==> config.mk <==
export PLATFORM = sky130hd
export DESIGN_NAME = cpm_power_mode_control
export DESIGN_NICKNAME = d
export VERILOG_FILES = /design/src/include/cpm_pkg.sv /design/src/hw/cpm_power_mode_control.sv /design/src/hw/cpm_sync.sv
export SDC_FILE = /design/constraint.sdc
export NUM_CORES = 1
export LEC_CHECK = 0
export BUFFER_PORTS_ARGS = -buffer_cell sky130_fd_sc_hd__clkbuf_2
export CAP_MARGIN = 20
export CORE_MARGIN = 2
export CORE_UTILIZATION = 55
export DETAILED_ROUTE_END_ITERATION = 10
export PLACE_DENSITY = 0.77
export SYNTH_ARGS = -nofsm -noshare
export SYNTH_HDL_FRONTEND = slang
export SYNTH_SLANG_ARGS = --single-unit
==> constraint.sdc <==
create_clock -name clk -period 2.6 [get_ports clk]
set_input_delay 0.52 -clock clk [delete_from_list [all_inputs] [get_ports clk]]
set_output_delay 0.52 -clock clk [all_outputs]
set_load 0.005 [all_outputs]
==> src/include/cpm_pkg.sv <==
package cpm_pkg;
    // power states, one-hot
    typedef enum logic [8:0] {
        ST_RUN      = 9'h001,
        ST_WAIT     = 9'h002,
        ST_STOP     = 9'h004,
        ST_VLP_RUN  = 9'h008,
        ST_VLP_WAIT = 9'h010,
        ST_VLP_STOP = 9'h020,
        ST_ENTER    = 9'h040,
        ST_CLK_UP   = 9'h080,
        ST_RELEASE  = 9'h100
    } cpm_state_t;

    // sleep selection sampled with the wait-for-irq request
    localparam logic SEL_WAIT = 1'b0;
    localparam logic SEL_STOP = 1'b1;

    // clock restore settle time before the core is released
    localparam int CLK_SETTLE_NS = 50;
    localparam int CLK_PERIOD_NS = 5;
    localparam int CLK_SETTLE_CYC = (CLK_SETTLE_NS + CLK_PERIOD_NS - 1) / CLK_PERIOD_NS;

    // very-low-power limits
    localparam int VLP_FLASH_KHZ = 1000;
    localparam int VLP_BUS_MAX_KHZ = 800;
    localparam int SETTLE_W = 8;
endpackage : cpm_pkg

==> src/hw/cpm_power_mode_control.sv <==
`timescale 1ns/100ps
// Summary of operation
// - after any reset the sequencer sits in normal run with the regulator fully on.
// - wait and stop states are entered only on a wait-for-irq request, chosen by the stop or wait selection.
// - each run state has its own wait and stop state, picked by vlp_request as seen on the edge that takes the wait-for-irq request.
// - in normal wait the core sleeps while peripheral clocks keep running.
// - in normal wait the interrupt controller stays awake and any enabled interrupt returns to normal run.
// - in normal stop peripheral clocks stop, the core deep-sleeps, the interrupt controller is off, wake-up unit wakes.
// - normal stop retains all registers and keeps low-voltage detection on.
// - I/O pin states are held in every power state.
// - very-low-power run uses the low-power regulator, 1 MHz flash, detection off and a bus clock below 800 kHz.
// - very-low-power stop turns detection off, disables the controller, wakes by the wake-up unit, keeps SRAM.
module cpm_power_mode_control #(
    parameter int SETTLE_CYC = cpm_pkg::CLK_SETTLE_CYC
) (
    // clock and reset
    input wire logic clk,
    input wire logic reset,
    // core side
    input wire logic wait_for_irq_instruction,
    input wire logic sleep_select,
    input wire logic vlp_request,
    // interrupt sources
    input wire logic nested_vector_irq_unit_pending,
    input wire logic wakeup_irq_async,
    // clock and power controls
    output logic core_sleep_q,
    output logic core_deep_sleep_q,
    output logic periph_clk_en_q,
    output logic nested_vector_irq_unit_en_q,
    output logic async_wakeup_irq_unit_en_q,
    output logic low_voltage_detect_en_q,
    output logic regulator_full_q,
    output logic flash_slow_q,
    output logic bus_clk_slow_q,
    output logic io_hold_q,
    output logic retain_q,
    output logic busy_q
);
    cpm_pkg::cpm_state_t state_q;
    cpm_pkg::cpm_state_t state_d;
    logic vlp_q;
    logic sel_q;
    logic [cpm_pkg::SETTLE_W-1:0] cnt_q;
    logic wake_sync;

    cpm_sync #(.WIDTH(1)) u_wake_sync (
        .clk(clk),
        .reset(reset),
        .async_in(wakeup_irq_async),
        .sync_out(wake_sync)
    );

    wire in_run = (state_q == cpm_pkg::ST_RUN) || (state_q == cpm_pkg::ST_VLP_RUN);
    wire in_wait = (state_q == cpm_pkg::ST_WAIT) || (state_q == cpm_pkg::ST_VLP_WAIT);
    wire in_stop = (state_q == cpm_pkg::ST_STOP) || (state_q == cpm_pkg::ST_VLP_STOP);
    // only a run state accepts the request; others drop it
    wire take_req = in_run && wait_for_irq_instruction;
    wire wake_wait = in_wait && nested_vector_irq_unit_pending;
    wire wake_stop = in_stop && wake_sync;
    wire settled = (cnt_q == cpm_pkg::SETTLE_W'(SETTLE_CYC - 1));
    wire vlp_now = in_run ? vlp_request : vlp_q;
    // selection as seen on the edge that takes the request
    wire sel_now = in_run ? sleep_select : sel_q;

    always_comb begin
        state_d = state_q;
        unique case (state_q)
            cpm_pkg::ST_RUN, cpm_pkg::ST_VLP_RUN: begin
                if (take_req) begin
                    state_d = cpm_pkg::ST_ENTER;
                end else begin
                    state_d = vlp_request ? cpm_pkg::ST_VLP_RUN : cpm_pkg::ST_RUN;
                end
            end
            cpm_pkg::ST_ENTER: begin
                // pairing follows vlp_request as seen on the edge that took the request
                if (sel_q == cpm_pkg::SEL_STOP) begin
                    state_d = vlp_q ? cpm_pkg::ST_VLP_STOP : cpm_pkg::ST_STOP;
                end else begin
                    state_d = vlp_q ? cpm_pkg::ST_VLP_WAIT : cpm_pkg::ST_WAIT;
                end
            end
            cpm_pkg::ST_WAIT, cpm_pkg::ST_VLP_WAIT, cpm_pkg::ST_STOP, cpm_pkg::ST_VLP_STOP: begin
                if (wake_wait || wake_stop) begin
                    state_d = cpm_pkg::ST_CLK_UP;
                end
            end
            cpm_pkg::ST_CLK_UP: begin
                if (settled) begin
                    state_d = cpm_pkg::ST_RELEASE;
                end
            end
            cpm_pkg::ST_RELEASE: begin
                state_d = vlp_q ? cpm_pkg::ST_VLP_RUN : cpm_pkg::ST_RUN;
            end
            default: state_d = cpm_pkg::ST_RUN;
        endcase
    end

    always_ff @(posedge clk) begin
        if (reset) begin
            state_q <= cpm_pkg::ST_RUN;
            vlp_q <= 1'b0;
            sel_q <= cpm_pkg::SEL_WAIT;
        end else begin
            state_q <= state_d;
            if (in_run) begin
                vlp_q <= vlp_request;
                sel_q <= sleep_select;
            end
        end
    end

    always_ff @(posedge clk) begin
        if (reset || state_q != cpm_pkg::ST_CLK_UP) begin
            cnt_q <= '0;
        end else begin
            cnt_q <= cnt_q + 1'b1;
        end
    end

    // output decode from next state
    wire d_run = (state_d == cpm_pkg::ST_RUN) || (state_d == cpm_pkg::ST_VLP_RUN);
    wire d_stop = (state_d == cpm_pkg::ST_STOP) || (state_d == cpm_pkg::ST_VLP_STOP);
    wire d_wait = (state_d == cpm_pkg::ST_WAIT) || (state_d == cpm_pkg::ST_VLP_WAIT);
    wire d_clkoff = d_stop || (state_d == cpm_pkg::ST_ENTER && sel_now == cpm_pkg::SEL_STOP);
    wire d_vlp = d_run ? (state_d == cpm_pkg::ST_VLP_RUN) : vlp_now;
    wire d_normal_stop = (state_d == cpm_pkg::ST_STOP);

    always_ff @(posedge clk) begin
        if (reset) begin
            core_sleep_q <= 1'b0;
            core_deep_sleep_q <= 1'b0;
            periph_clk_en_q <= 1'b1;
            nested_vector_irq_unit_en_q <= 1'b1;
            async_wakeup_irq_unit_en_q <= 1'b0;
            low_voltage_detect_en_q <= 1'b1;
            regulator_full_q <= 1'b1;
            flash_slow_q <= 1'b0;
            bus_clk_slow_q <= 1'b0;
            io_hold_q <= 1'b1;
            retain_q <= 1'b0;
            busy_q <= 1'b0;
        end else begin
            core_sleep_q <= !d_run && state_d != cpm_pkg::ST_RELEASE;
            core_deep_sleep_q <= d_stop;
            periph_clk_en_q <= !d_clkoff;
            nested_vector_irq_unit_en_q <= !d_clkoff;
            async_wakeup_irq_unit_en_q <= d_stop;
            low_voltage_detect_en_q <= !d_vlp || d_normal_stop;
            regulator_full_q <= !d_vlp;
            flash_slow_q <= d_vlp;
            bus_clk_slow_q <= d_vlp;
            io_hold_q <= 1'b1;
            retain_q <= d_stop;
            busy_q <= !d_run && !d_wait && !d_stop;
        end
    end

    // checks
    property p_reset_run;
        @(posedge clk) reset |=> state_q == cpm_pkg::ST_RUN && regulator_full_q;
    endproperty
    a_reset_run: assert property (p_reset_run) else $error("not in run after reset");

    property p_req_enter;
        @(posedge clk) disable iff (reset) take_req |=> state_q == cpm_pkg::ST_ENTER ##1 (in_wait || in_stop);
    endproperty
    a_req_enter: assert property (p_req_enter) else $error("request did not enter sleep");

    property p_pair;
        @(posedge clk) disable iff (reset) (in_wait || in_stop) |-> vlp_q == (state_q inside
            {cpm_pkg::ST_VLP_WAIT, cpm_pkg::ST_VLP_STOP});
    endproperty
    a_pair: assert property (p_pair) else $error("sleep state not paired with run state");

    property p_wait_clk;
        @(posedge clk) disable iff (reset) in_wait |-> periph_clk_en_q && core_sleep_q && nested_vector_irq_unit_en_q;
    endproperty
    a_wait_clk: assert property (p_wait_clk) else $error("wait outputs wrong");

    property p_enter_clk;
        @(posedge clk) disable iff (reset) (state_q == cpm_pkg::ST_ENTER && sel_q == cpm_pkg::SEL_WAIT)
            |-> periph_clk_en_q && nested_vector_irq_unit_en_q;
    endproperty
    a_enter_clk: assert property (p_enter_clk) else $error("clocks stopped on the way into wait");

    property p_wait_wake;
        @(posedge clk) disable iff (reset) wake_wait |=> state_q == cpm_pkg::ST_CLK_UP;
    endproperty
    a_wait_wake: assert property (p_wait_wake) else $error("wait did not wake");

    property p_stop_out;
        @(posedge clk) disable iff (reset) in_stop |-> !periph_clk_en_q && core_deep_sleep_q
            && !nested_vector_irq_unit_en_q && async_wakeup_irq_unit_en_q && retain_q;
    endproperty
    a_stop_out: assert property (p_stop_out) else $error("stop outputs wrong");

    property p_stop_detect;
        @(posedge clk) disable iff (reset) (state_q == cpm_pkg::ST_STOP) |-> low_voltage_detect_en_q;
    endproperty
    a_stop_detect: assert property (p_stop_detect) else $error("detection off in normal stop");

    property p_io;
        @(posedge clk) disable iff (reset) io_hold_q;
    endproperty
    a_io: assert property (p_io) else $error("pin hold dropped");

    property p_vlp;
        @(posedge clk) disable iff (reset) (state_q == cpm_pkg::ST_VLP_RUN) |-> flash_slow_q && bus_clk_slow_q
            && !low_voltage_detect_en_q && !regulator_full_q;
    endproperty
    a_vlp: assert property (p_vlp) else $error("low-power run outputs wrong");

    property p_vlp_stop;
        @(posedge clk) disable iff (reset) (state_q == cpm_pkg::ST_VLP_STOP) |-> !low_voltage_detect_en_q;
    endproperty
    a_vlp_stop: assert property (p_vlp_stop) else $error("detection on in low-power stop");

    property p_restore;
        @(posedge clk) disable iff (reset) (state_q == cpm_pkg::ST_RELEASE) |-> periph_clk_en_q && $past(periph_clk_en_q);
    endproperty
    a_restore: assert property (p_restore) else $error("core released before clocks");

    property p_ignore;
        @(posedge clk) disable iff (reset) (!in_run && wait_for_irq_instruction)
            |=> state_q != cpm_pkg::ST_ENTER;
    endproperty
    a_ignore: assert property (p_ignore) else $error("overlapping request acted on");

    c_wait: cover property (@(posedge clk) disable iff (reset) state_q == cpm_pkg::ST_WAIT ##[1:20] in_run);
    c_stop: cover property (@(posedge clk) disable iff (reset) state_q == cpm_pkg::ST_STOP ##[1:40] in_run);
    c_vlp_stop: cover property (@(posedge clk) disable iff (reset) state_q == cpm_pkg::ST_VLP_STOP ##[1:40]
        state_q == cpm_pkg::ST_VLP_RUN);
endmodule : cpm_power_mode_control

==> src/hw/cpm_sync.sv <==
`timescale 1ns/100ps
module cpm_sync #(
    parameter int WIDTH = 1
) (
    // clock and reset
    input wire logic clk,
    input wire logic reset,
    // async in, filtered out
    input wire logic [WIDTH-1:0] async_in,
    output logic [WIDTH-1:0] sync_out
);
    logic [WIDTH-1:0] s1_q;
    logic [WIDTH-1:0] s2_q;
    logic [WIDTH-1:0] s3_q;
    wire [WIDTH-1:0] agree = ~(s2_q ^ s3_q);

    always_ff @(posedge clk) begin
        s1_q <= async_in;
        s2_q <= s1_q;
        s3_q <= s2_q;
    end

    // change accepted once second and third stages agree
    always_ff @(posedge clk) begin
        if (reset) begin
            sync_out <= '0;
        end else begin
            sync_out <= (agree & s3_q) | (~agree & sync_out);
        end
    end
endmodule : cpm_sync

==> results list <==
- Post-layout net count: between 150 and 200
* Maximum net fanout on the critical path: 9
- Synthesis produced ~150 cells.
- Period utilisation layout: roughly 77%
- Initial cell density of the core: 57.4%
- Clock tree from TritonCTS: built
- The synthesized design contains 0 enable-type register cells.
- Clock input transition at the sequential cells of the worst setup and hold paths: approximately 80 ps
* Number of placed instances, taps included: approximately 190
- The critical path goes through or4_4, o41ai_1, a211oi_1, a21oi_1, nand4_1.
- Result of the run: complete, no violations
* Share of final-layout standard cells stronger than drive strength 1: between 20% and 30%
- Final weighted congestion in routability-driven placement: 0.878
* Sum of net half-perimeters after detailed placement: between 1500 and 2000 um
- The largest single stage delay on the critical path is a little under 600 ps.
- Critical-path top delay cell: sky130_fd_sc_hd__or4_4
- Fmax: about 500 MHz
- Chip Width: approximately 54 um
* Maximum vdd drop: 0.415 mV
- The detailed router finished its first iteration with 13 violations.
- Final routed wire length divided by cell count: 13.5 um
- Max cap viols: 0
- The number of pins with negative max-slew slack in the final report is 0.
- Entering global routing, the biggest net connects 12 pins.
* Wire length of the first global-routing pass: ~4300 um
- Input and output buffers added on the ports amount to 17.
- For this design the ratio of total power to cell area is about 640 nW/um^2.
- Number of antenna violations at the first check in global routing: 0
- STA classifies the critical path endpoint as a flip-flop.
- Vertical die dimension: about 54 um
- The critical path is of the flip-flop to flip-flop type.
- Setup TNS: 0 ps
- Wires add up to between 2000 and 3000 um.
* Growth of design area from synthesis to finish: 6.91%
- Clock insertion delay at the later pin of the skew report: around 330 ps
* Most area-hungry cell type in the Yosys netlist: sky130_fd_sc_hd__dfxtp_1
- Final setup margin: a little under 600 ps
* Post-Synthesis Net Count: 162
- After the flow finishes, the layout carries non-filler instances totaling just under 200.
- The synthesized design contains 30 register bits.
- Full die area: 2960 um^2
- Number of global-route vias before repair: ~960
- After detailed routing, the number of remaining DRC violations is 0.
* Post-layout total power: around 0.95 mW
- The tightest hold path in the finished design has a slack of about 300 ps.
- Aggregate global routing overflow: 0
* Path class of the lowest-slack min-delay path: input pin to flip-flop
- 19 I/O pins were placed.
- Post-synthesis instance area: between 1000 and 1500 um^2
- Summing all non-filler instances in the final layout gives an area of approximately 1500 um^2.
- The floorplan step defined a core boundary enclosing around 2400 um^2.
* Pleak: approximately 0.64 nW
* Mean area per synthesized cell: approximately 9.1 um^2
- Proportion of netlist area held by the largest area contributor: a little over two fifths
- The share of the Yosys chip area taken by registers is a little over two fifths.
- Clock H-tree levels: 2
- In the synthesized netlist the async set-or-reset flop fraction comes to 0%.
* Clock network fraction of total power: approximately 28%
* Iteration count of the initial detailed-routing pass: 4
- Buffers inserted during clock tree synthesis total 5.
- Prior to clock tree synthesis, the placed netlist has a worst setup slack of roughly 630 ps.
* Count of instances resized after the clock tree is built: 0
- The floorplan has 18 rows.
* Number of unique standard cell types used by synthesis: 46
* Net Sw Frac: 27.3%
- GRT Overall Usage: 21.0%
- Yosys synthesis warning count: 0
* Min Clock Period, post-route: 2010 ps
- Number of clock sinks: 30
- Buffers inserted by post-CTS timing repair: 0
- Once layout is complete, the utilization of the core stands at ~61%.
* Avg Vias per Cell: ~5.6
* Unrepaired setup endpoints after global routing: false
- Clock Tree Buf Depth: 2
* Number of hold-slack violations in the final timing report: 0
- For the final database, setup skew stands at approximately 13 ps.
- In this run the cell area measured after placement is between 1000 and 1500 um^2.
- NetSw: between 0.2 and 0.3 mW
- In this run, the combinational gates consume between 10% and 20% of the power.
* Number of vias after detailed routing: ~1100
* Required time of the critical path: roughly 2800 ps
- Arrival time of data at the critical path endpoint: around 2200 ps
- Number of diodes: 0
- STA classifies the critical path startpoint as a flip-flop.
- Dominant synthesized flop cell: sky130_fd_sc_hd__dfxtp_1
- By area the synthesized netlist is led by sky130_fd_sc_hd__dfxtp_1 (43%), sky130_fd_sc_hd__nor2_1 (4.6%), sky130_fd_sc_hd__xor2_1 (4.4%), sky130_fd_sc_hd__nand3_1 (3.6%), sky130_fd_sc_hd__buf_4 (2.7%).
* CTS hold repair buffers: 0
- The internal portion of the total power is roughly 0.69 mW.
- Sequential cells account for between 50% and 60% of the total power.
- Setup violations remaining at the end of the flow were counted as 0.
* Number of fill cells: between 200 and 250
* Remaining antenna violation count: 0
- Cell chosen for the clock root: sky130_fd_sc_hd__clkbuf_4
cells by family (layout without fill, tap and decap cells):
kind of cell / Yosys count / in the layout / synth area share (%)
flip-flops: 30 / 30 / 43.0
other: 1 / 1 / 0.269
XOR/XNOR: 9 / 9 / 5.65
adder cells (fa/ha/maj): 2 / 2 / 1.79
AO/OA/AOI/OAI: 24 / 24 / 12.4
multiplexers: 2 / 2 / 1.44
AND/OR/NAND/NOR: 66 / 66 / 28.3
buffers and inverters: 19 / 29 / 7.18
synthesized netlist by cell type, drive strengths merged, types with 2 or more instances:
| cell | count |
|---|---|
| nor2 | 18 |
| xnor2 | 2 |
| a21oi | 5 |
| clkbuf | 5 |
| nand2 | 5 |
| inv | 6 |
| mux2i | 2 |
| and2 | 4 |
| or2 | 3 |
| and3 | 4 |
| buf | 8 |
| nand3 | 10 |
| nand2b | 3 |
| dfxtp | 30 |
| nor2b | 5 |
| ha | 2 |
| nand4 | 2 |
| a211oi | 3 |
| nor4 | 3 |
| nor4b | 2 |
| a22o | 3 |
| xor2 | 7 |
| o21ai | 4 |
state kept, by name, indices dropped and copies added, names as in the netlist, named ones only:
name and count:
state_q 9, cnt_q 8, bus_clk_slow_q 1, busy_q 1
core_sleep_q 1, low_voltage_detect_en_q 1, nested_vector_irq_unit_en_q 1, regulator_full_q 1
retain_q 1, sel_q 1, u_wake_sync.s1_q 1, u_wake_sync.s2_q 1
u_wake_sync.s3_q 1, vlp_q 1
worst max-delay path, delay by kind of cell (launching register included):
kind / cells / cell delay, ps
flip-flops: 1 / 390
AO/OA/AOI/OAI: 3 / 690
AND/OR/NAND/NOR: 2 / 770
worst paths after layout:
path / start / end / slack [ps] / depth (start not counted)
worst min register to register: u_wake_sync.s1_q / u_wake_sync.s2_q / 320 / 0
worst max register to register: state_q[1] / low_voltage_detect_en_q / 590 / 5
worst max-delay path: state_q[1] / low_voltage_detect_en_q / 590 / 5
worst min-delay path: wakeup_irq_async / u_wake_sync.s1_q / 300 / 1
routing by layer:
| layer | routed length [um] | track usage, % | up-vias |
|---|---|---|---|
| met1 | 1130 | 26.3 | 500 |
| met2 | 1280 | 32.7 | 32 |
| li1 | - | - | 551 |
| met4 | 51 | 8.75 | 0 |
| met5 | 0 | 0 | - |
| met3 | 156 | 7.38 | 7 |
area by class of cell:
cell class,count,area (um^2),share of cell area (%)
tap,30,37.5,2.52
sequential,30,601,40.3
inverter,6,22.5,1.51
timing repair buffer,17,85.1,5.70
multi-input combinational,104,694,46.6
clock buffer,6,51.3,3.44
cell usage in the layout (no fill, tap or decap), types with 2 or more instances in the layout:
cell and count:
sky130_fd_sc_hd__nand3_1 10, sky130_fd_sc_hd__nand2b_1 3, sky130_fd_sc_hd__dfxtp_1 30, sky130_fd_sc_hd__xor2_1 7, sky130_fd_sc_hd__a22o_1 3, sky130_fd_sc_hd__nor4b_1 2, sky130_fd_sc_hd__nor2_1 17, sky130_fd_sc_hd__o21ai_0 4
sky130_fd_sc_hd__clkbuf_2 17, sky130_fd_sc_hd__a211oi_1 2, sky130_fd_sc_hd__ha_1 2, sky130_fd_sc_hd__and2_1 4, sky130_fd_sc_hd__or2_2 3, sky130_fd_sc_hd__nand2_1 5, sky130_fd_sc_hd__nor2b_1 5, sky130_fd_sc_hd__mux2i_1 2
sky130_fd_sc_hd__inv_1 6, sky130_fd_sc_hd__clkbuf_4 5, sky130_fd_sc_hd__and3_1 4, sky130_fd_sc_hd__nand4_1 2, sky130_fd_sc_hd__a21oi_1 5, sky130_fd_sc_hd__xnor2_1 2
power groups by stage:
stage / clock (mW) / combinational (mW) / sequential [mW]
5_1_grt: 0.297 / 0.186 / 0.522
3_5_place_dp: 0 / 0.165 / 0.528
3_3_place_gp: 0 / 0.162 / 0.527
4_1_cts: 0.275 / 0.167 / 0.518
6_report: 0.266 / 0.168 / 0.518
2_1_floorplan: 0 / 0.137 / 0.517
Power figures use the tool's default switching activity.
